## config.mk

```make
export PLATFORM = sky130hd
export DESIGN_NAME = iwr_top
export DESIGN_NICKNAME = d
export VERILOG_FILES = /design/src/verilog/iwr_pkg.sv /design/src/verilog/iwr_flag_bank.sv /design/src/verilog/iwr_top.sv
export SDC_FILE = /design/constraint.sdc
export NUM_CORES = 1
export LEC_CHECK = 0
export ABC_AREA = 0
export BUFFER_PORTS_ARGS = -buffer_cell sky130_fd_sc_hd__buf_2
export CAP_MARGIN = 20
export CORE_MARGIN = 2
export CORE_UTILIZATION = 58
export DETAILED_ROUTE_END_ITERATION = 12
export PLACE_DENSITY = 0.86
export SYNTH_ARGS = -nofsm -noshare
export SYNTH_HDL_FRONTEND = slang
export SYNTH_SLANG_ARGS = --single-unit
```

## constraint.sdc

```tcl
create_clock -name CLOCK_I -period 6.4 [get_ports CLOCK_I]
set_clock_uncertainty 0.15 [all_clocks]
set_input_delay 1.92 -clock CLOCK_I [delete_from_list [all_inputs] [get_ports CLOCK_I]]
set_output_delay 1.92 -clock CLOCK_I [all_outputs]
set_load 0.05 [all_outputs]
```

## src/verilog/iwr_pkg.sv

```systemverilog
// package for the interrupt wake-and-return block: register map, fields, timing, types
// assumes a 32-bit classic wishbone slave port with byte addressing
package iwr_pkg;

  // ----------------------------------------------------------------
  // register map (byte offsets, one aligned word each)
  // ----------------------------------------------------------------
  localparam int unsigned   WB_AW        = 8;
  localparam logic [7:0]    OFS_CTRL     = 8'h00;
  localparam logic [7:0]    OFS_ENABLE   = 8'h04;
  localparam logic [7:0]    OFS_FLAGS    = 8'h08;
  localparam logic [7:0]    OFS_SUBFLAGS = 8'h0C;
  localparam logic [7:0]    OFS_STATUS   = 8'h10;
  localparam logic [7:0]    OFS_MASK     = 8'h14;
  localparam logic [7:0]    OFS_STACK    = 8'h18;

  // ----------------------------------------------------------------
  // fields and reset values
  // ----------------------------------------------------------------
  localparam int unsigned   CTRL_GIE_BIT    = 0;
  localparam logic          GIE_RESET       = 1'b0;
  localparam int unsigned   NUM_EVENTS      = 4;
  localparam int unsigned   EV_WAKE_BIT     = 0;
  localparam int unsigned   EV_ENTRY_BIT    = 1;
  localparam int unsigned   EV_RETURN_BIT   = 2;
  localparam int unsigned   EV_OVERFLOW_BIT = 3;
  localparam logic [31:0]   DATA_ZERO       = 32'h0000_0000;

  // ----------------------------------------------------------------
  // timing
  // ----------------------------------------------------------------
  localparam int unsigned   CLKS_PER_INSTR  = 4;
  localparam int unsigned   RETURN_INSTRS   = 2;
  localparam int unsigned   RETURN_CLKS     = CLKS_PER_INSTR * RETURN_INSTRS;
  localparam logic [3:0]    RETURN_LOAD     = 4'(RETURN_CLKS - 1);
  localparam logic [3:0]    CNT_ZERO        = 4'h0;
  localparam logic [3:0]    CNT_ONE         = 4'h1;

  // ----------------------------------------------------------------
  // types
  // ----------------------------------------------------------------
  typedef enum logic [1:0] {
    ST_IDLE   = 2'b01,
    ST_RETURN = 2'b10
  } iwr_state_t;

  typedef struct packed {
    logic             rd;
    logic             wr;
    logic [WB_AW-1:0] adr;
    logic [7:0]       dat;
  } iwr_bus_req_t;

  typedef struct packed {
    logic busy;
    logic restore_gie;
  } iwr_ret_t;

endpackage

```

## src/verilog/iwr_flag_bank.sv

```systemverilog
// sticky request flags, one per bit, with hardware set, service clear and software write
// assumes set and clear inputs are synchronous one-cycle pulses
`timescale 1ns/1ps
module iwr_flag_bank #(
  parameter int unsigned W = 4
) (
  // clock and reset
  input  wire logic         clk_i,
  input  wire logic         rst_i,
  // flag controls
  input  wire logic [W-1:0] set_i,
  input  wire logic [W-1:0] hw_clr_i,
  input  wire logic         sw_we_i,
  input  wire logic [W-1:0] sw_dat_i,
  // flag state
  output logic      [W-1:0] flag_o,
  output logic      [W-1:0] rise_o
);

  logic [W-1:0] flag_reg;
  logic [W-1:0] flag_next;

  genvar g;
  generate
    for (g = 0; g < W; g++) begin : g_bit
      // hold until cleared
      // a set arriving with a clear wins, so no event is lost
      always_comb begin
        flag_next[g] = flag_reg[g];
        if (sw_we_i) begin
          flag_next[g] = sw_dat_i[g];
        end
        if (hw_clr_i[g]) begin
          flag_next[g] = 1'b0;
        end
        if (set_i[g]) begin
          flag_next[g] = 1'b1;
        end
      end
      assign rise_o[g] = flag_next[g] & ~flag_reg[g];
    end
  endgenerate

  always_ff @(posedge clk_i or posedge rst_i) begin
    if (rst_i) begin
      flag_reg <= '0;
    end else begin
      flag_reg <= flag_next;
    end
  end

  assign flag_o = flag_reg;

endmodule

```

## src/verilog/iwr_top.sv

```systemverilog
// interrupt request flags, wake-up, vector arbitration, return stack and return timing
// assumes a core that acknowledges vector requests and issues call and return pulses
`timescale 1ns/1ps
module iwr_top
  import iwr_pkg::*;
#(
  parameter int unsigned NUM_SRC     = 4,
  parameter int unsigned NUM_SUB     = 4,
  parameter int unsigned PC_W        = 12,
  parameter int unsigned STACK_DEPTH = 4
) (
  // clock and reset
  input  wire logic                         CLOCK_I,
  input  wire logic                         RESET_I,
  // wishbone slave
  input  wire logic                         WB_CYC_I,
  input  wire logic                         WB_STB_I,
  input  wire logic                         WB_WE_I,
  input  wire logic [WB_AW-1:0]             WB_ADR_I,
  input  wire logic [3:0]                   WB_SEL_I,
  input  wire logic [31:0]                  WB_DAT_I,
  output logic      [31:0]                  WB_DAT_O,
  output logic                              WB_ACK_O,
  // peripheral request pulses
  input  wire logic [NUM_SRC-1:0]           SRC_SET_I,
  input  wire logic [NUM_SUB-1:0]           SUB_SET_I,
  // core side
  input  wire logic                         SLEEP_I,
  input  wire logic [PC_W-1:0]              PC_I,
  input  wire logic                         CALL_I,
  input  wire logic                         RET_I,
  input  wire logic                         RETURN_FROM_INTERRUPT_I,
  input  wire logic                         VEC_ACK_I,
  output logic                              WAKE_O,
  output logic                              VEC_REQ_O,
  output logic      [$clog2(NUM_SRC+1)-1:0] VEC_IDX_O,
  output logic                              RET_DONE_O,
  output logic      [PC_W-1:0]              RET_PC_O,
  output logic                              GIE_O,
  output logic                              STACK_FULL_O,
  // interrupt to software
  output logic                              IRQ_O
);

  localparam int unsigned NV   = NUM_SRC + 1;
  localparam int unsigned IW   = $clog2(NV);
  localparam int unsigned SPW  = $clog2(STACK_DEPTH + 1);
  localparam int unsigned SIW  = $clog2(STACK_DEPTH);
  localparam logic [SPW-1:0] SP_FULL = SPW'(STACK_DEPTH);
  localparam logic [SPW-1:0] SP_ONE  = SPW'(1);

  // ----------------------------------------------------------------
  // state
  // ----------------------------------------------------------------
  logic                  ack_reg,     ack_next;
  logic [31:0]           rdat_reg,    rdat_next;
  logic                  gie_reg,     gie_next;
  logic [NV-1:0]         en_reg,      en_next;
  logic [NUM_EVENTS-1:0] status_reg,  status_next;
  logic [NUM_EVENTS-1:0] mask_reg,    mask_next;
  logic                  irq_reg,     irq_next;
  logic                  wake_reg,    wake_next;
  logic                  vreq_reg,    vreq_next;
  logic [IW-1:0]         vidx_reg,    vidx_next;
  logic                  done_reg,    done_next;
  logic [PC_W-1:0]       rpc_reg,     rpc_next;
  logic [SPW-1:0]        sp_reg,      sp_next;
  logic [3:0]            cnt_reg,     cnt_next;
  iwr_state_t            state_reg,   state_next;
  iwr_ret_t              ret_reg,     ret_next;
  logic [PC_W-1:0]       stack_reg [STACK_DEPTH];
  logic [PC_W-1:0]       stack_next [STACK_DEPTH];

  iwr_bus_req_t          bus;
  logic [NV-1:0]         flags;
  logic [NV-1:0]         flag_rise;
  logic [NV-1:0]         hw_clr;
  logic [NUM_SUB-1:0]    sub_flags;
  logic [NUM_SUB-1:0]    sub_rise;
  logic [NV-1:0]         eligible;
  logic                  entry;
  logic                  full;
  logic [NUM_EVENTS-1:0] events;

  // ----------------------------------------------------------------
  // bus request decode
  // ----------------------------------------------------------------
  // byte lane 0 carries every register; other lanes are ignored
  always_comb begin
    bus.rd  = WB_CYC_I & WB_STB_I & ~ack_reg & ~WB_WE_I;
    bus.wr  = WB_CYC_I & WB_STB_I & ~ack_reg & WB_WE_I & WB_SEL_I[0];
    bus.adr = WB_ADR_I;
    bus.dat = WB_DAT_I[7:0];
  end

  // ----------------------------------------------------------------
  // request flags
  // ----------------------------------------------------------------
  // set path on free-running clock
  // only the core clock stops in sleep; this block keeps CLOCK_I so edge and supply flags still set
  // grouped flag from sources
  iwr_flag_bank #(
    .W (NV)
  ) u_flags (
    .clk_i    (CLOCK_I),
    .rst_i    (RESET_I),
    .set_i    ({|sub_rise, SRC_SET_I}),
    .hw_clr_i (hw_clr),
    .sw_we_i  (bus.wr && (bus.adr == OFS_FLAGS)),
    .sw_dat_i (bus.dat[NV-1:0]),
    .flag_o   (flags),
    .rise_o   (flag_rise)
  );

  // grouped sources never cleared by service
  iwr_flag_bank #(
    .W (NUM_SUB)
  ) u_subflags (
    .clk_i    (CLOCK_I),
    .rst_i    (RESET_I),
    .set_i    (SUB_SET_I),
    .hw_clr_i ('0),
    .sw_we_i  (bus.wr && (bus.adr == OFS_SUBFLAGS)),
    .sw_dat_i (bus.dat[NUM_SUB-1:0]),
    .flag_o   (sub_flags),
    .rise_o   (sub_rise)
  );

  // ----------------------------------------------------------------
  // arbitration, stack and return sequencing
  // ----------------------------------------------------------------
  assign full  = (sp_reg == SP_FULL);
  assign entry = vreq_reg & VEC_ACK_I;

  always_comb begin
    hw_clr     = '0;
    gie_next   = gie_reg;
    vreq_next  = 1'b0;
    vidx_next  = vidx_reg;
    done_next  = 1'b0;
    rpc_next   = rpc_reg;
    sp_next    = sp_reg;
    cnt_next   = cnt_reg;
    state_next = state_reg;
    ret_next   = ret_reg;
    stack_next = stack_reg;
    events     = '0;
    wake_next  = 1'b0;
    eligible   = flags & en_reg & {NV{gie_reg & ~full & ~SLEEP_I & (state_reg == ST_IDLE)}};

    if (SLEEP_I && (|flag_rise || |sub_rise)) begin
      wake_next            = 1'b1;
      events[EV_WAKE_BIT]  = 1'b1;
    end

    if (bus.wr && (bus.adr == OFS_CTRL)) begin
      gie_next = bus.dat[CTRL_GIE_BIT];
    end

    if (entry) begin
      stack_next[sp_reg[$clog2(STACK_DEPTH)-1:0]] = PC_I;
      sp_next                                     = sp_reg + SP_ONE;
      hw_clr[vidx_reg]                            = 1'b1;
      gie_next                                    = 1'b0;
      events[EV_ENTRY_BIT]                        = 1'b1;
    end else if (CALL_I) begin
      // a call on a full stack is dropped and reported
      if (full) begin
        events[EV_OVERFLOW_BIT] = 1'b1;
      end else begin
        stack_next[sp_reg[$clog2(STACK_DEPTH)-1:0]] = PC_I;
        sp_next                                     = sp_reg + SP_ONE;
      end
    end else begin
      for (int i = NV - 1; i >= 0; i--) begin
        if (eligible[i]) begin
          vreq_next = 1'b1;
          vidx_next = IW'(i);
        end
      end
    end

    case (state_reg)
      ST_IDLE: begin
        if ((RET_I || RETURN_FROM_INTERRUPT_I) && !entry && !CALL_I) begin
          vreq_next            = 1'b0;
          ret_next.busy        = 1'b1;
          ret_next.restore_gie = RETURN_FROM_INTERRUPT_I;
          cnt_next             = RETURN_LOAD;
          state_next           = ST_RETURN;
          // an empty stack returns address zero
          if (sp_reg != '0) begin
            rpc_next = stack_reg[SIW'(sp_reg - SP_ONE)];
            sp_next  = sp_reg - SP_ONE;
          end else begin
            rpc_next = '0;
          end
        end
      end
      ST_RETURN: begin
        cnt_next = cnt_reg - CNT_ONE;
        if (cnt_reg == CNT_ZERO) begin
          cnt_next              = CNT_ZERO;
          done_next             = 1'b1;
          events[EV_RETURN_BIT] = 1'b1;
          state_next            = ST_IDLE;
          ret_next.busy         = 1'b0;
          if (ret_reg.restore_gie) begin
            gie_next = 1'b1;
          end
        end
      end
      default: begin
        state_next = ST_IDLE;
      end
    endcase
  end

  // ----------------------------------------------------------------
  // register file and interrupt output
  // ----------------------------------------------------------------
  always_comb begin
    ack_next    = WB_CYC_I & WB_STB_I & ~ack_reg;
    rdat_next   = rdat_reg;
    en_next     = en_reg;
    mask_next   = mask_reg;
    status_next = status_reg;
    if (bus.wr) begin
      if (bus.adr == OFS_ENABLE) begin
        en_next = bus.dat[NV-1:0];
      end else if (bus.adr == OFS_MASK) begin
        mask_next = bus.dat[NUM_EVENTS-1:0];
      end
    end
    if (bus.rd) begin
      rdat_next = DATA_ZERO;
      if (bus.adr == OFS_CTRL) begin
        rdat_next[CTRL_GIE_BIT] = gie_reg;
      end else if (bus.adr == OFS_ENABLE) begin
        rdat_next[NV-1:0] = en_reg;
      end else if (bus.adr == OFS_FLAGS) begin
        rdat_next[NV-1:0] = flags;
      end else if (bus.adr == OFS_SUBFLAGS) begin
        rdat_next[NUM_SUB-1:0] = sub_flags;
      end else if (bus.adr == OFS_STATUS) begin
        rdat_next[NUM_EVENTS-1:0] = status_reg;
        status_next               = '0;
      end else if (bus.adr == OFS_MASK) begin
        rdat_next[NUM_EVENTS-1:0] = mask_reg;
      end else if (bus.adr == OFS_STACK) begin
        rdat_next[SPW-1:0] = sp_reg;
      end
    end
    // an event in the clearing read cycle stays set
    status_next = status_next | events;
    irq_next    = |(status_next & mask_next);
  end

  always_ff @(posedge CLOCK_I or posedge RESET_I) begin
    if (RESET_I) begin
      ack_reg    <= 1'b0;
      rdat_reg   <= DATA_ZERO;
      gie_reg    <= GIE_RESET;
      en_reg     <= '0;
      status_reg <= '0;
      mask_reg   <= '0;
      irq_reg    <= 1'b0;
      wake_reg   <= 1'b0;
      vreq_reg   <= 1'b0;
      vidx_reg   <= '0;
      done_reg   <= 1'b0;
      rpc_reg    <= '0;
      sp_reg     <= '0;
      cnt_reg    <= CNT_ZERO;
      state_reg  <= ST_IDLE;
      ret_reg    <= '0;
      for (int i = 0; i < STACK_DEPTH; i++) begin
        stack_reg[i] <= '0;
      end
    end else begin
      ack_reg    <= ack_next;
      rdat_reg   <= rdat_next;
      gie_reg    <= gie_next;
      en_reg     <= en_next;
      status_reg <= status_next;
      mask_reg   <= mask_next;
      irq_reg    <= irq_next;
      wake_reg   <= wake_next;
      vreq_reg   <= vreq_next;
      vidx_reg   <= vidx_next;
      done_reg   <= done_next;
      rpc_reg    <= rpc_next;
      sp_reg     <= sp_next;
      cnt_reg    <= cnt_next;
      state_reg  <= state_next;
      ret_reg    <= ret_next;
      stack_reg  <= stack_next;
    end
  end

  // full flag is registered so the output stays a flip-flop
  logic full_reg;
  always_ff @(posedge CLOCK_I or posedge RESET_I) begin
    if (RESET_I) begin
      full_reg <= 1'b0;
    end else begin
      full_reg <= (sp_next == SP_FULL);
    end
  end

  assign WB_ACK_O     = ack_reg;
  assign WB_DAT_O     = rdat_reg;
  assign WAKE_O       = wake_reg;
  assign VEC_REQ_O    = vreq_reg;
  assign VEC_IDX_O    = vidx_reg;
  assign RET_DONE_O   = done_reg;
  assign RET_PC_O     = rpc_reg;
  assign GIE_O        = gie_reg;
  assign STACK_FULL_O = full_reg;
  assign IRQ_O        = irq_reg;

endmodule

```

# After elaboration in Yosys (flattened, before gate mapping)
# Index checks and enable logic that the tools add are counted.
dict set report word_totals {
  out_inout_bits 54
  wordCells 203
  regBits 107
}
dict set report classes {
  addsub 3
  n_lt_le_gt_ge 5
  bitwise 39
  eq_ne 13
  reduce_logical 27
  mux 93
}
# cell count
set ops {}
lappend ops {{48-bit 2-to-1 mux} 3}
lappend ops {{4-bit 2-to-1 mux} 15}
lappend ops {{48-bit bitwise mux} 1}
lappend ops {{1-bit 2-to-1 mux} 48}
lappend ops {{12-bit 2-to-1 mux} 4}
lappend ops {{3-bit 2-to-1 mux} 13}
lappend ops {{12-bit binary-select mux with 2-bit select} 1}
lappend ops {{12-bit demux with 2-bit select} 1}
lappend ops {{8-bit by 5-bit == test with 1-bit output, second input constant} 3}
lappend ops {{1-bit bitwise AND} 18}
lappend ops {{8-bit by 4-bit == test with 1-bit output, second input constant} 2}
lappend ops {{1-bit inverter} 15}
lappend ops {{5-bit bitwise AND} 2}
lappend ops {{5-bit 2-to-1 mux} 2}
lappend ops {{2-bit AND reduction} 5}
lappend ops {{8-bit by 3-bit == test with 1-bit output, second input constant} 1}
lappend ops {{1-bit logical AND} 8}
lappend ops {{8-bit logical NOT} 1}
lappend ops {{4-bit one-hot mux with 2 select lines} 1}
lappend ops {{4-bit OR reduction} 2}
lappend ops {{3-bit == test, second input constant} 2}
lappend ops {{3-bit >= comparator, second input constant} 2}
lappend ops {{2-bit inverter with 3-bit output} 2}
lappend ops {{5-bit nonzero test} 1}
lappend ops {{22 further kinds} 27}

# Depth between registers and ports, before layout
# Gate-level depths: netlist of the first run.
dict set report logic_depth {
  depth_word 18
  ltp_mapped 10
  depth_no_buf 8
}

# Cells and area by module
# A second synthesis of the first run with hierarchy kept.
dict set report unflattened {
  cells_unflattened 439
  hier_area_um2 5401.4
}
# mod area_per_inst_um2 instances cells_each seq_area_each_um2
set modules_own_cells {}
lappend modules_own_cells {iwr_top 4864.7 1 381 2453.6}
lappend modules_own_cells {{iwr_flag_bank at u_flags} 296.5 1 32 125.1}
lappend modules_own_cells {{iwr_flag_bank at u_subflags} 240.2 1 26 100.1}

# Worst setup path before layout of the first run
# Ideal clock, no wire load.
dict set report synth_path {
  kind {input -> register}
  from {input port WB_ADR_I[2]}
  to {register irq_reg, in the netlist IRQ_O}
  n_path_buf 1
  slack_ns 2.463
  required_time_ns 6.109
  arrival_time_ns 3.646
  cell_stages 7
  path_cell_list {buf_4 -> or4b_4 -> nor4_4 -> mux2_2 -> a22o_1 -> nand2_1 -> o2111ai_1}
}
dict set report synth_between {
  elab_cells_between_ends 57
  cone_classes {eq/ne: 5; mux: 33; bitwise: 11; reduce/logical: 8}
}
# item line_no
set synth_rtl {}
lappend synth_rtl {{start, declared} iwr_top.sv:19} ;# input wire logic [WB_AW-1:0] WB_ADR_I,
lappend synth_rtl {{8-bit by 5-bit == test with 1-bit output} iwr_top.sv:231} ;# end else if (bus.adr == OFS_MASK) begin
lappend synth_rtl {{4-bit 2-to-1 mux} iwr_top.sv:231}
lappend synth_rtl {{4-bit 2-to-1 mux (*)} iwr_top.sv:229} ;# if (bus.adr == OFS_ENABLE) begin
lappend synth_rtl {{4-bit 2-to-1 mux (*)} iwr_top.sv:228} ;# if (bus.wr) begin
lappend synth_rtl {{net mask_next[2]} iwr_top.sv:60} ;# logic [NUM_EVENTS-1:0] mask_reg, mask_next;
lappend synth_rtl {{4-bit bitwise AND (*)} iwr_top.sv:256} ;# irq_next = |(status_next & mask_next);
lappend synth_rtl {{4-bit OR reduction (*)} iwr_top.sv:256}
lappend synth_rtl {{net irq_next} iwr_top.sv:61} ;# logic irq_reg, irq_next;
lappend synth_rtl {{end signal, assigned} iwr_top.sv:287} ;# irq_reg <= irq_next;
lappend synth_rtl {{end, declared} iwr_top.sv:61}
# The timed path passes the listed nets; every way through them passes the cells marked *.
# A chain may end at the register's enable or synchronous reset.

# Worst setup path after layout of the first run
dict set report layout_path {
  from {input port VEC_ACK_I}
  to {register full_reg, in the netlist STACK_FULL_O}
}
dict set report layout_between {
  elab_chain_len 7
  elab_cells_between_ends 9
  cone_classes {eq/ne: 1; mux: 4; bitwise: 1; reduce/logical: 3}
}
# item line_no
set layout_rtl {}
lappend layout_rtl {{start, declared} iwr_top.sv:33} ;# input wire logic VEC_ACK_I,
lappend layout_rtl {{1-bit bitwise AND (*)} iwr_top.sv:133} ;# assign entry = vreq_reg & VEC_ACK_I;
lappend layout_rtl {{1-bit logical NOT} iwr_top.sv:185} ;# if ((RET_I || RETURN_FROM_INTERRUPT_I) && !entry && !CALL_I) begin
lappend layout_rtl {{1-bit logical AND (2 in a row)} iwr_top.sv:185}
lappend layout_rtl {{3-bit 2-to-1 mux} iwr_top.sv:185}
lappend layout_rtl {{3-bit 2-to-1 mux (*)} iwr_top.sv:183} ;# case (state_reg)
lappend layout_rtl {{3-bit == test (*)} iwr_top.sv:307} ;# full_reg <= (sp_next == SP_FULL);
lappend layout_rtl {{end signal, assigned} iwr_top.sv:307}
lappend layout_rtl {{end, declared} iwr_top.sv:302} ;# logic full_reg;
# Mark *: on every way between the ends. The rest lies on a longest branch, timed or not.

==> insert_results.sql, run 1 <==
INSERT INTO impl_metrics (metric_group, metric, value, unit) VALUES
('outcome', 'run_status', 'complete, no violations', ''),
('detailed_routing', 'num_vias', '3791', ''),
('grt', 'first_global_vias', '3697', ''),
('setup_path', 'rr_worst_depth', '9', ''),
('final_layout', 'areaGrowthSynthToFinish', '9.90', '%'),
('synth', 'synth_area_leaders', 'dfrtp_1 50%, mux2_2 12%, mux4_2 5.1%, buf_4 4.0%, nand2_1 2.5%', ''),
('sta', 'final_period_minus_worst_setup_slack', '4040', 'ps'),
('sta', 'totalNegativeSetupSlack', '0', 'ps'),
('clocking', 'cts-htree-levels', '3', ''),
('synth', 'syn-instance-count', '452', ''),
('detailed_routing', 'firstDrtPassIters', '4', ''),
('floorplanning', 'std_cell_rows', '34', ''),
('synth', 'yosysWarnings', '0', ''),
('clocking', 'cts_tree', 'yes', ''),
('final_layout', 'num-nets-final', '600', ''),
('floorplanning', 'die-height', '99.5', 'um'),
('floorplanning', 'dieArea', '9910', 'um2'),
('synth', 'synth_sequential_area_ratio', '50.6', '%'),
('synth', 'syn_area', '5290', 'um2'),
('detailed_routing', 'routedWlPerCell', '17.8', 'um'),
('final_layout', 'finalInstanceArea', '5820', 'um2'),
('power_and_ir_drop', 'power_per_cell_area', '410', 'nW/um2'),
('clocking', 'clkLatencyLatePin', '380', 'ps'),
('synth', 'async_flop_share', '100', '%'),
('floorplanning', 'dieWidth', '99.5', 'um'),
('grt', 'global_route.overflow_total', '0', ''),
('clocking', 'hold_buffers', '0', ''),
('clocking', 'tritoncts_num_sinks', '107', ''),
('detailed_routing', 'drc_errors', '0', ''),
('floorplanning', 'start_util', '60.1', '%'),
('final_layout', 'layout-drive-gt1-share', '31.1', '%'),
('clocking', 'cts-buffers-inserted', '9', ''),
('setup_path', 'critPathSlowestCell', 'or4_1', ''),
('setup_path', 'worstSetupEndpointType', 'flip-flop', ''),
('clocking', 'clock_tree.root_cell', 'clkbuf_8', ''),
('power_and_ir_drop', 'vdd_ir_drop_max', '294', 'uV'),
('setup_path', 'worstPathRequired', '6530', 'ps'),
('final_layout', 'max_ffs_per_register', '48', ''),
('synth', 'post-synth-top-area-fraction', '50.1', '%'),
('sta', 'grt_setup_unrepaired', 'no', ''),
('synth', 'synth_cell_type_count', '52', ''),
('job', 'cap_violations', '0', ''),
('grt', 'grt_max_degree', '61', ''),
('clocking', 'clock_transition_at_the_registers_of_the_reported_paths', '90', 'ps'),
('synth', 'synthDominantAreaCellType', 'dfrtp_1', ''),
('clocking', 'cts-root-to-sink-buffers', '2', ''),
('grt', 'grt_first_pass_wirelength', '18000', 'um'),
('hold_path', 'hold_depth', '2', ''),
('power_and_ir_drop', 'leakage_power', '2.69', 'nW'),
('clocking', 'cts.repair.resized', '0', ''),
('sta', 'slew_headroom', '46.4', '%'),
('floorplanning', 'core_region_area', '8810', 'um2'),
('setup_path', 'worstPathMaxFanout', '19', ''),
('floorplanning', 'design.portCount', '128', ''),
('detailed_routing', 'finalWirelength', '11200', 'um'),
('place', 'dpl-instance-area', '5630', 'um2'),
('detailed_routing', 'drt-vias-per-instance', '6.00', ''),
('setup_path', 'setup.worst_path.start_class', 'input pin', ''),
('clocking', 'cts_setup_buffers', '0', ''),
('final_layout', 'antenna_cells', '0', ''),
('sta', 'fin_crit_sh', '63.2', '%'),
('final_layout', 'n_fill_cell', '684', ''),
('place', 'io_buf_count', '70', ''),
('detailed_routing', 'drt_iter0_drc', '228', ''),
('final_layout', 'postLayoutCoreUtil', '66.1', '%'),
('synth', 'synth-edff-count', '0', ''),
('grt', 'antenna_violations_before_repair', '0', ''),
('grt', 'grt_util_all_layers', '23.4', '%'),
('sta', 'report.final.slew_viol_count', '0', ''),
('place', 'gp_congestion', '0.865', ''),
('power_and_ir_drop', 'fin_total_pwr', '0.00238', 'W'),
('detailed_routing', 'antenna_violating_nets_post_route', '0', ''),
('setup_path', 'worstPathArrival', '4180', 'ps'),
('setup_path', 'slowest_delay', '880', 'ps'),
('sta', 'transition_time_at_the_pin_with_the_least_slew_margin', '797', 'ps'),
('sta', 'hold_fails_final_rpt', '0', ''),
('synth', 'synthFlopType', 'dfrtp_1', ''),
('setup_path', 'critical_path.cell_chain', 'buf_2, and2_1, or4_1, nor2_4, mux2_2, a21oi_1, a211oi_1', ''),
('place', 'place.detailed.hpwl', '7900', 'um'),
('sta', 'final-setup-viol-count', '0', ''),
('hold_path', 'timing.hold.worst.class', 'flip-flop to flip-flop', ''),
('synth', 'avgSynthCellArea', '11.7', 'um2'),
('sta', 'max_freq', '0.247', 'GHz'),
('setup_path', 'timing_worst_setup_path_type', 'input pin to flip-flop', ''),
('synth', 'synth.ff_latch_count', '107', '');
path summary, 6_finish.rpt:
| path | to | startpoint | slack, ps |
|---|---|---|---|
| max | STACK_FULL_O | VEC_ACK_I | 2360 |
| min | ret_reg[0] | ret_reg[0] | 340 |
| max reg2reg | STACK_FULL_O | sp_reg[0] | 3180 |
| min reg2reg | ret_reg[0] | ret_reg[0] | 340 |
| max in group asynchronous | stack_reg[35] | RESET_I | 3460 |
| min in group asynchronous | stack_reg[37] | RESET_I | 1440 |
kinds of logic (layout without fill, tap and decap cells):
kind of cell | Yosys count | in the layout | synth area share, %
simple gates | 113 | 113 | 11.4
mux | 79 | 79 | 19.1
buf+inv | 60 | 106 | 6.29
other cells | 1 | 27 | 0.0708
flops | 107 | 107 | 50.6
xor+xnor | 2 | 2 | 0.331
fa+ha+maj | 6 | 6 | 1.42
compound gates | 84 | 84 | 10.7
cell usage after synthesis (all sizes together) (4+ instances only):
| cell type | instances |
|---|---|
| nor3 | 6 |
| nor2b | 10 |
| ha | 6 |
| a22oi | 5 |
| buf | 33 |
| nor2 | 26 |
| inv | 19 |
| o21ai | 19 |
| a211oi | 4 |
| nand2 | 35 |
| mux2 | 57 |
| clkbuf | 8 |
| a22o | 14 |
| a211o | 4 |
| mux2i | 10 |
| nand3 | 6 |
| dfrtp | 106 |
| a21oi | 17 |
| nor4 | 7 |
| a31oi | 4 |
| mux4 | 12 |
layout make-up:
class / instances / area [um2] / share of cell area (%)
timing repair buffer: 72 / 385 / 6.62
clock buffer: 10 / 128 / 2.19
sequential: 107 / 2680 / 46.0
multi-input combinational: 311 / 2380 / 40.9
clock inverter: 5 / 37.5 / 0.645
tap: 108 / 135 / 2.32
inverter: 19 / 73.8 / 1.27
power by group:
| part | internal [W] | switching [W] | leakage, nW |
|---|---|---|---|
| sequential | 0.000906 | 0.000131 | 1.27 |
| combinational | 0.000455 | 0.000516 | 1.34 |
| clock | 0.000142 | 0.000235 | 0.0792 |
| total | 0.00150 | 0.000882 | 2.69 |
per-layer routing:
metal,global-route usage (%),vias up,share of wire (%)
met4,7.69,0,2.3
met2,42.1,147,53
met5,0,-,0
met1,27.7,1903,38
met3,5.62,22,6.4
li1,-,1719,-
stage by stage:
step	setup WS [ps]	hold slack, ps	instances
after global routing	2220	374	632
after floorplan	1510	296	478
after detailed placement	1920	321	616
final	2360	343	632
after CTS	2300	344	631
after global placement	2030	312	616
cell usage in the layout, fill, tap and decap left out, drive strengths merged, types with 2 or more instances in the layout:
cell	count
a2111oi	3
nand3	6
xnor2	2
nand2	35
o21bai	2
a22o	14
dfrtp	106
or4b	3
clkbuf	10
mux4	12
nand3b	2
a211oi	4
buf	72
nor2b	10
a31oi	4
a21o	2
mux2	57
or4	3
nor2	26
nand2b	3
clkinvlp	2
a21oi	17
o21ai	19
or3	2
and2	2
o22ai	2
and3	3
nor4b	2
conb	27
inv	21
o2111ai	2
a211o	4
mux2i	10
ha	6
nor3	6
nor4	7
a22oi	5
worst max-delay path: cells and delay by family:
kind,cells,cell delay (ps)
simple gates,3,1600
buf+inv,1,110
mux,1,270
compound gates,2,280
Power figures use the tool's default switching activity.
==> run 2, diff against run 1 <==
--- a/config.mk
+++ b/config.mk
@@ -5,13 +5,13 @@
 export SDC_FILE = /design/constraint.sdc
 export NUM_CORES = 1
 export LEC_CHECK = 0
-export ABC_AREA = 0
+export ABC_AREA = 1
 export BUFFER_PORTS_ARGS = -buffer_cell sky130_fd_sc_hd__buf_2
 export CAP_MARGIN = 20
 export CORE_MARGIN = 2
-export CORE_UTILIZATION = 58
+export CORE_UTILIZATION = 49
 export DETAILED_ROUTE_END_ITERATION = 12
-export PLACE_DENSITY = 0.86
+export PLACE_DENSITY = 0.77
 export SYNTH_ARGS = -nofsm -noshare
 export SYNTH_HDL_FRONTEND = slang
 export SYNTH_SLANG_ARGS = --single-unit
==> constraint.sdc (replaced) <==
create_clock -name CLOCK_I -period 3.67 [get_ports CLOCK_I]
set_clock_uncertainty 0.15 [all_clocks]
set_input_delay 1.101 -clock CLOCK_I [delete_from_list [all_inputs] [get_ports CLOCK_I]]
set_output_delay 1.101 -clock CLOCK_I [all_outputs]
set_load 0.05 [all_outputs]
==> insert_results.sql, run 2 <==
INSERT INTO impl_metrics (metric_group, metric, value, unit) VALUES
('setup_path', 'rrSetupSlack', '940', 'ps'),
('sta', 'final-setup-viol-count', '0', ''),
('grt', 'first_global_vias', '4217', ''),
('detailed_routing', 'routedWlPerCell', '14.1', 'um'),
('floorplanning', 'dieWidth', '108', 'um'),
('sta', 'final_worst_path_setup_slack', '938', 'ps'),
('sta', 'slew_headroom', '39.8', '%'),
('synth', 'yosysWarnings', '0', ''),
('setup_path', 'crit_buf_inv', '3', ''),
('setup_path', 'worst_r2r_startpoint', 'sp_reg[0]', ''),
('setup_path', 'setup.worst_path.start_class', 'flip-flop', ''),
('clocking', 'clock_transition_at_the_registers_of_the_reported_paths', '100', 'ps'),
('place', 'place.detailed.hpwl', '8320', 'um'),
('hold_path', 'min-delay-start', 'WB_DAT_O[2]', ''),
('sta', 'max_freq', '0.366', 'GHz'),
('synth', 'synth_most_common_cell', 'nand2_1', ''),
('floorplanning', 'die-height', '108', 'um'),
('final_layout', 'max_ffs_per_register', '48', ''),
('setup_path', 'worstPathRequired', '3800', 'ps'),
('hold_path', 'timing.hold.worst.class', 'flip-flop to flip-flop', ''),
('synth', 'synth_area_leaders', 'dfrtp_1 50%, nand2_1 13%, o21ai_0 8.9%, inv_1 5.0%, buf_4 4.0%', ''),
('power_and_ir_drop', 'leakage_power', '3.02', 'nW'),
('grt', 'antenna_violations_before_repair', '0', ''),
('place', 'io_buf_count', '70', ''),
('synth', 'synth_simple_gate_area_share', '21.6', '%'),
('synth', 'syn_area', '5290', 'um2'),
('detailed_routing', 'antenna_violating_nets_post_route', '0', ''),
('detailed_routing', 'firstDrtPassIters', '6', ''),
('setup_path', 'timing_worst_setup_path_type', 'flip-flop to flip-flop', ''),
('setup_path', 'worst_path_most_repeated_cell', 'nand2_1', ''),
('synth', 'synth-edff-count', '0', ''),
('clocking', 'cts_tree', 'yes', ''),
('synth', 'avgSynthCellArea', '8.25', 'um2'),
('grt', 'global_route.overflow_total', '0', ''),
('synth', 'synth_fa_ha_area_share', '1.42', '%'),
('sta', 'transition_time_at_the_pin_with_the_least_slew_margin', '904', 'ps'),
('synth', 'synthDominantAreaCellType', 'dfrtp_1', ''),
('clocking', 'cts-buffers-inserted', '9', ''),
('final_layout', 'layout-drive-gt1-share', '16.9', '%'),
('sta', 'hold_fails_final_rpt', '0', ''),
('clocking', 'cts_setup_buffers', '0', ''),
('synth', 'post_synth_xor_area_fraction', '0.473', '%'),
('outcome', 'run_status', 'complete, no violations', ''),
('final_layout', 'antenna_cells', '0', ''),
('floorplanning', 'start_util', '50.7', '%'),
('synth', 'post-synth-top-area-fraction', '50.2', '%'),
('synth', 'synth_cell_type_count', '39', ''),
('final_layout', 'layout_common_cells', '189 x nand2_1, 106 x dfrtp_1, 94 x o21ai_0, 70 x buf_2, 69 x inv_1', ''),
('synth', 'synth_sequential_area_ratio', '50.7', '%'),
('floorplanning', 'std_cell_rows', '37', ''),
('setup_path', 'slowest_delay', '480', 'ps'),
('synth', 'syn-instance-count', '641', ''),
('clocking', 'cts-htree-levels', '3', ''),
('job', 'cap_violations', '0', ''),
('clocking', 'clkLatencyLatePin', '380', 'ps'),
('detailed_routing', 'drt_iter0_drc', '348', ''),
('floorplanning', 'core_region_area', '10400', 'um2'),
('floorplanning', 'dieArea', '11600', 'um2'),
('clocking', 'clock_tree.root_cell', 'clkbuf_8', ''),
('setup_path', 'r2r_end', 'stack_reg[35]', ''),
('floorplanning', 'design.portCount', '128', ''),
('setup_path', 'worstPathMaxFanout', '27', ''),
('grt', 'grt_first_pass_wirelength', '19500', 'um'),
('place', 'dpl_worst_slack', '685', 'ps'),
('synth', 'synth_compound_gate_area_share', '14.9', '%'),
('grt', 'grt_max_degree', '108', ''),
('setup_path', 'worstSetupEndpointType', 'flip-flop', ''),
('clocking', 'tritoncts_num_sinks', '107', ''),
('sta', 'fin_crit_sh', '74.4', '%'),
('sta', 'final_period_minus_worst_setup_slack', '2730', 'ps'),
('detailed_routing', 'num_vias', '4463', ''),
('final_layout', 'mostFrequentLayoutCell', 'nand2_1', ''),
('place', 'gp_congestion', '0.893', ''),
('synth', 'async_flop_share', '100', '%'),
('synth', 'synthFlopType', 'dfrtp_1', ''),
('synth', 'synth.area.mux_share', '0', '%'),
('clocking', 'hold_buffers', '0', ''),
('detailed_routing', 'drt-vias-per-instance', '5.27', ''),
('power_and_ir_drop', 'vdd_ir_drop_max', '447', 'uV'),
('detailed_routing', 'drc_errors', '0', ''),
('synth', 'synth.ff_latch_count', '107', ''),
('sta', 'grt_setup_unrepaired', 'no', ''),
('final_layout', 'areaGrowthSynthToFinish', '10.7', '%'),
('detailed_routing', 'finalWirelength', '11900', 'um'),
('sta', 'report.final.slew_viol_count', '0', ''),
('sta', 'totalNegativeSetupSlack', '0', 'ps'),
('synth', 'synth_top_family_by_area', 'simple AND/OR/NAND/NOR gates', ''),
('power_and_ir_drop', 'power_per_cell_area', '695', 'nW/um2'),
('hold_path', 'hold_depth', '2', ''),
('setup_path', 'critical_path.cell_chain', 'buf_4, clkinv_1, ha_1, ha_1, nand2_1, nand2_1, inv_1, nand2_1, o21ai_0', ''),
('hold_path', 'hold_end', 'WB_DAT_O[2]', ''),
('clocking', 'cts.repair.resized', '0', ''),
('setup_path', 'worst_path_dominant_cell_family', 'simple AND/OR/NAND/NOR gates', ''),
('setup_path', 'worst-path-stages', '9', ''),
('setup_path', 'critPathSlowestCell', 'nand2_1', ''),
('setup_path', 'rr_worst_depth', '9', ''),
('final_layout', 'num-nets-final', '786', ''),
('synth', 'yosys-top-cells-count', '189 x nand2_1, 106 x dfrtp_1, 94 x o21ai_0, 70 x inv_1, 28 x buf_4', ''),
('grt', 'grt_util_all_layers', '21.4', '%'),
('final_layout', 'postLayoutCoreUtil', '56.2', '%'),
('setup_path', 'worstPathArrival', '2870', 'ps'),
('clocking', 'cts-root-to-sink-buffers', '2', '');
-- run 2: cell types whose count changed after synthesis, sizes merged, moves of 7 or more --
| cell | before | now |
|---|---|---|
| a22o | 14 | 0 |
| a32o | 1 | 12 |
| clkbuf | 8 | 17 |
| inv | 19 | 75 |
| mux2 | 57 | 0 |
| mux2i | 10 | 0 |
| mux4 | 12 | 0 |
| nand2 | 35 | 196 |
| nand3 | 6 | 24 |
| nor2 | 26 | 33 |
| nor2b | 10 | 0 |
| nor4 | 7 | 0 |
| o21ai | 19 | 98 |
-- run 2: worst max path at each step --
stage          startpoint       endpoint  slack, ps
6_report        sp_reg[0]  stack_reg[35]        940
5_1_grt         sp_reg[0]  stack_reg[18]        680
4_1_cts         sp_reg[0]  stack_reg[35]        950
3_5_place_dp    VEC_ACK_I   STACK_FULL_O        680
3_3_place_gp    VEC_ACK_I   STACK_FULL_O        700
2_1_floorplan   sp_reg[0]   VEC_IDX_O[1]        990
-- run 2: cell type report --
| class | count | area (um2) |
|---|---|---|
| clock inverters | 6 | 53.8 |
| flip-flops and latches | 107 | 2680 |
| well taps | 136 | 170 |
| clock buffers | 10 | 128 |
| multi-input cells | 437 | 2130 |
| fillers | 965 | 4570 |
| inverters | 76 | 289 |
| repair buffers | 75 | 400 |
-- run 2: power breakdown --
part,internal [W],switching [W],leakage (nW)
sequential,0.00153,0.000193,1.31
clock,0.000262,0.000422,0.0951
combinational,0.000528,0.00112,1.62
total,0.00232,0.00174,3.02
-- run 2: cell families after synthesis --
| group | after synthesis |
|---|---|
| and+or+nand+nor | 264 |
| adders and majority gates | 6 |
| buffers and inverters | 123 |
| other | 1 |
| DFF | 107 |
| xor gates and xnor gates | 2 |
| AOI/OAI and AO/OA | 138 |
-- run 2: worst reg2reg max path, delay by kind of cell, from the launching register on --
family,cells,cell delay (ps)
compound gates,1,370
flops,1,330
fa+ha+maj,2,480
buf+inv,3,610
simple gates,3,700
-- run 2: metrics by stage --
step	instance area [um2]	std cells	power (W)	hold WS, ps
final	5850	847	0.00406	338
after global routing	5850	847	0.00434	366
after CTS	5850	847	0.00407	341
after detailed placement	5670	831	0.00339	314
after global placement	5670	831	0.00332	306
after floorplan	5390	667	0.00299	292
-- run 2: layer usage --
layer | vias to the layer above | GRT usage, % | wire length (um)
met5 | - | 0 | 0
met1 | 2145 | 26.8 | 5080
met4 | 0 | 6.68 | 153
met3 | 13 | 5.57 | 901
li1 | 2143 | - | -
met2 | 162 | 36.2 | 5810
==> run 3, diff against run 2 <==
--- a/config.mk
+++ b/config.mk
@@ -5,7 +5,7 @@
 export SDC_FILE = /design/constraint.sdc
 export NUM_CORES = 1
 export LEC_CHECK = 0
-export ABC_AREA = 1
+export ABC_AREA = 0
 export BUFFER_PORTS_ARGS = -buffer_cell sky130_fd_sc_hd__buf_2
 export CAP_MARGIN = 20
 export CORE_MARGIN = 2
==> constraint.sdc (replaced) <==
create_clock -name CLOCK_I -period 2.2 [get_ports CLOCK_I]
set_clock_uncertainty 0.15 [all_clocks]
set_input_delay 0.66 -clock CLOCK_I [delete_from_list [all_inputs] [get_ports CLOCK_I]]
set_output_delay 0.66 -clock CLOCK_I [all_outputs]
set_load 0.05 [all_outputs]
==> insert_results.sql, run 3 (synthesis gave the netlist of run 1 again) <==
INSERT INTO impl_metrics (metric_group, metric, value, unit) VALUES
('outcome', 'failing_checks', 'setup timing', ''),
('power_and_ir_drop', 'power.sequential.fraction', '40.9', '%'),
('floorplanning', 'core_region_area', '10400', 'um2'),
('detailed_routing', 'drt-vias-per-instance', '5.49', ''),
('grt', 'first_global_vias', '4048', ''),
('setup_path', 'worst_path_most_repeated_cell', 'or4b_4', ''),
('detailed_routing', 'drc_errors', '0', ''),
('final_layout', 'num-nets-final', '660', ''),
('clocking', 'hold_buffers', '0', ''),
('place', 'dpl-instance-area', '6260', 'um2'),
('grt', 'grt_max_degree', '30', ''),
('setup_path', 'worstSetupEndpointType', 'flip-flop', ''),
('setup_path', 'r2r_end', 'IRQ_O', ''),
('sta', 'grt_setup_unrepaired', 'yes', ''),
('setup_path', 'worstPathMaxFanout', '4', ''),
('floorplanning', 'die-height', '108', 'um'),
('grt', 'grt_util_all_layers', '21.4', '%'),
('setup_path', 'critPathSlowestCell', 'or4b_4', ''),
('sta', 'final_period_minus_worst_setup_slack', '2390', 'ps'),
('detailed_routing', 'drt_iter0_drc', '134', ''),
('sta', 'final-setup-viol-count', '1', ''),
('detailed_routing', 'finalWirelength', '12200', 'um'),
('power_and_ir_drop', 'internal-power', '0.00461', 'W'),
('detailed_routing', 'num_vias', '3959', ''),
('sta', 'hold_fails_final_rpt', '0', ''),
('grt', 'global_route.overflow_total', '0', ''),
('floorplanning', 'std_cell_rows', '37', ''),
('setup_path', 'rrSetupSlack', '130', 'ps'),
('floorplanning', 'dieWidth', '108', 'um'),
('final_layout', 'layout.area.seq', '2680', 'um2'),
('clocking', 'tritoncts_num_sinks', '107', ''),
('floorplanning', 'dieArea', '11700', 'um2'),
('grt', 'antenna_violations_before_repair', '0', ''),
('place', 'place.detailed.hpwl', '9100', 'um'),
('setup_path', 'worst_r2r_startpoint', 'VEC_REQ_O', ''),
('floorplanning', 'start_util', '50.8', '%'),
('place', 'gp_congestion', '0.918', ''),
('setup_path', 'critical_path.cell_chain', 'buf_6, or4b_4, or4b_4, a32o_1, a22oi_1, o2111ai_2', ''),
('clocking', 'clkLatencyLatePin', '370', 'ps'),
('floorplanning', 'design.portCount', '128', ''),
('final_layout', 'mostFrequentLayoutCell', 'dfrtp_1', ''),
('sta', 'final_worst_path_setup_slack', '-192', 'ps'),
('final_layout', 'multi_input_area', '2460', 'um2'),
('detailed_routing', 'routedWlPerCell', '16.9', 'um'),
('setup_path', 'rr_worst_depth', '6', ''),
('setup_path', 'worstPathArrival', '2480', 'ps'),
('grt', 'grt_first_pass_wirelength', '19300', 'um'),
('place', 'io_buf_count', '70', ''),
('power_and_ir_drop', 'leakage_power', '3.06', 'nW'),
('final_layout', 'n_fill_cell', '809', ''),
('detailed_routing', 'antenna_violating_nets_post_route', '0', ''),
('sta', 'report.final.slew_viol_count', '0', ''),
('power_and_ir_drop', 'power.share.clock', '16.4', '%'),
('clocking', 'cts_tree', 'yes', ''),
('power_and_ir_drop', 'vdd_ir_drop_max', '742', 'uV'),
('detailed_routing', 'firstDrtPassIters', '4', ''),
('final_layout', 'antenna_cells', '0', ''),
('clocking', 'cts-buffers-inserted', '9', ''),
('final_layout', 'layout_common_cells', '104 x dfrtp_1, 69 x buf_2, 54 x mux2_2, 53 x buf_4, 32 x nand2_1', ''),
('hold_path', 'timing.hold.worst.class', 'input pin to async pin', ''),
('setup_path', 'timing_worst_setup_path_type', 'input pin to flip-flop', ''),
('sta', 'fin_crit_sh', '109', '%'),
('power_and_ir_drop', 'power_per_cell_area', '1130', 'nW/um2'),
('setup_path', 'slowest_delay', '580', 'ps'),
('job', 'cap_violations', '0', ''),
('final_layout', 'areaGrowthSynthToFinish', '22.9', '%'),
('final_layout', 'max_ffs_per_register', '48', ''),
('power_and_ir_drop', 'p_sw_share', '37.2', '%'),
('outcome', 'run_status', 'complete, but fails checks', ''),
('sta', 'max_freq', '0.418', 'GHz'),
('setup_path', 'worstPathRequired', '2290', 'ps'),
('setup_path', 'setup.worst_path.start_class', 'input pin', ''),
('clocking', 'clock_tree.root_cell', 'clkbuf_8', ''),
('clocking', 'clock_transition_at_the_registers_of_the_reported_paths', '110', 'ps'),
('final_layout', 'layout-drive-gt1-share', '40.7', '%'),
('power_and_ir_drop', 'power_frac_comb', '42.6', '%'),
('power_and_ir_drop', 'net-switching-power', '0.00273', 'W'),
('clocking', 'cts-root-to-sink-buffers', '2', ''),
('clocking', 'cts-htree-levels', '3', ''),
('sta', 'whs', '80.7', 'ps'),
('final_layout', 'finalInstanceArea', '6500', 'um2');
## run 3: worst max-delay path: cells and delay by family
| kind | cells | cell delay (ps) |
|---|---|---|
| AND/OR/NAND/NOR | 2 | 1150 |
| AO/OA/AOI/OAI | 3 | 580 |
| buffers and inverters | 1 | 90 |
## run 3: cell type report
type                            count  share of cell area [%]
Multi-Input combinational cell    311                    37.8
Clock inverter                      7                    1.19
Inverter                           19                    1.15
Timing Repair Buffer              132                    14.1
Clock buffer                        9                    1.90
Tap cell                          136                    2.62
Sequential cell                   107                    41.2
## run 3: per-layer routing
metal | vias to the layer above | share of wire (%) | GRT usage (%)
met3 | 13 | 4.6 | 4.16
met1 | 1971 | 41 | 26.3
li1 | 1846 | - | -
met5 | - | 0 | 0
met4 | 0 | 1.2 | 5.31
met2 | 129 | 53 | 38.8
## run 3: what timing repair did
item	in CTS	in global routing
gates resized for setup	4	10
setup buffers	0	0
setup endpoints to repair	3	6
pin swaps	2	2
## run 3: power by group through the flow
| stage | sequential (W) | clock [W] | combinational [W] |
|---|---|---|---|
| 6_report | 0.00300 | 0.00121 | 0.00313 |
| 5_1_grt | 0.00307 | 0.00132 | 0.00335 |
| 4_1_cts | 0.00299 | 0.00125 | 0.00314 |
| 3_5_place_dp | 0.00303 | 0 | 0.00312 |
| 3_3_place_gp | 0.00297 | 0 | 0.00301 |
| 2_1_floorplan | 0.00337 | 0 | 0.00201 |
## run 3: worst max path at each step
stage	slack [ps]	startpoint	end	cells after the start
2_1_floorplan	-380	WB_ADR_I[5]	IRQ_O	6
5_1_grt	-220	WB_ADR_I[7]	IRQ_O	7
3_5_place_dp	-590	WB_ADR_I[5]	IRQ_O	7
3_3_place_gp	-520	WB_ADR_I[5]	IRQ_O	7
6_report	-190	WB_ADR_I[7]	IRQ_O	6
4_1_cts	-190	WB_ADR_I[5]	IRQ_O	6
## run 3: through the flow
step | TNS, ps | cells | utilization, % | setup slack, ps | power [W]
floorplan | -916 | 478 | - | -380 | 0.00537
global placement | -8320 | 705 | 60.1 | -524 | 0.00599
detailed placement | -9280 | 705 | 60.1 | -587 | 0.00616
CTS | -186 | 721 | 62.2 | -186 | 0.00738
global route | -217 | 721 | 62.5 | -217 | 0.00774
finish | -192 | 721 | 62.5 | -192 | 0.00734
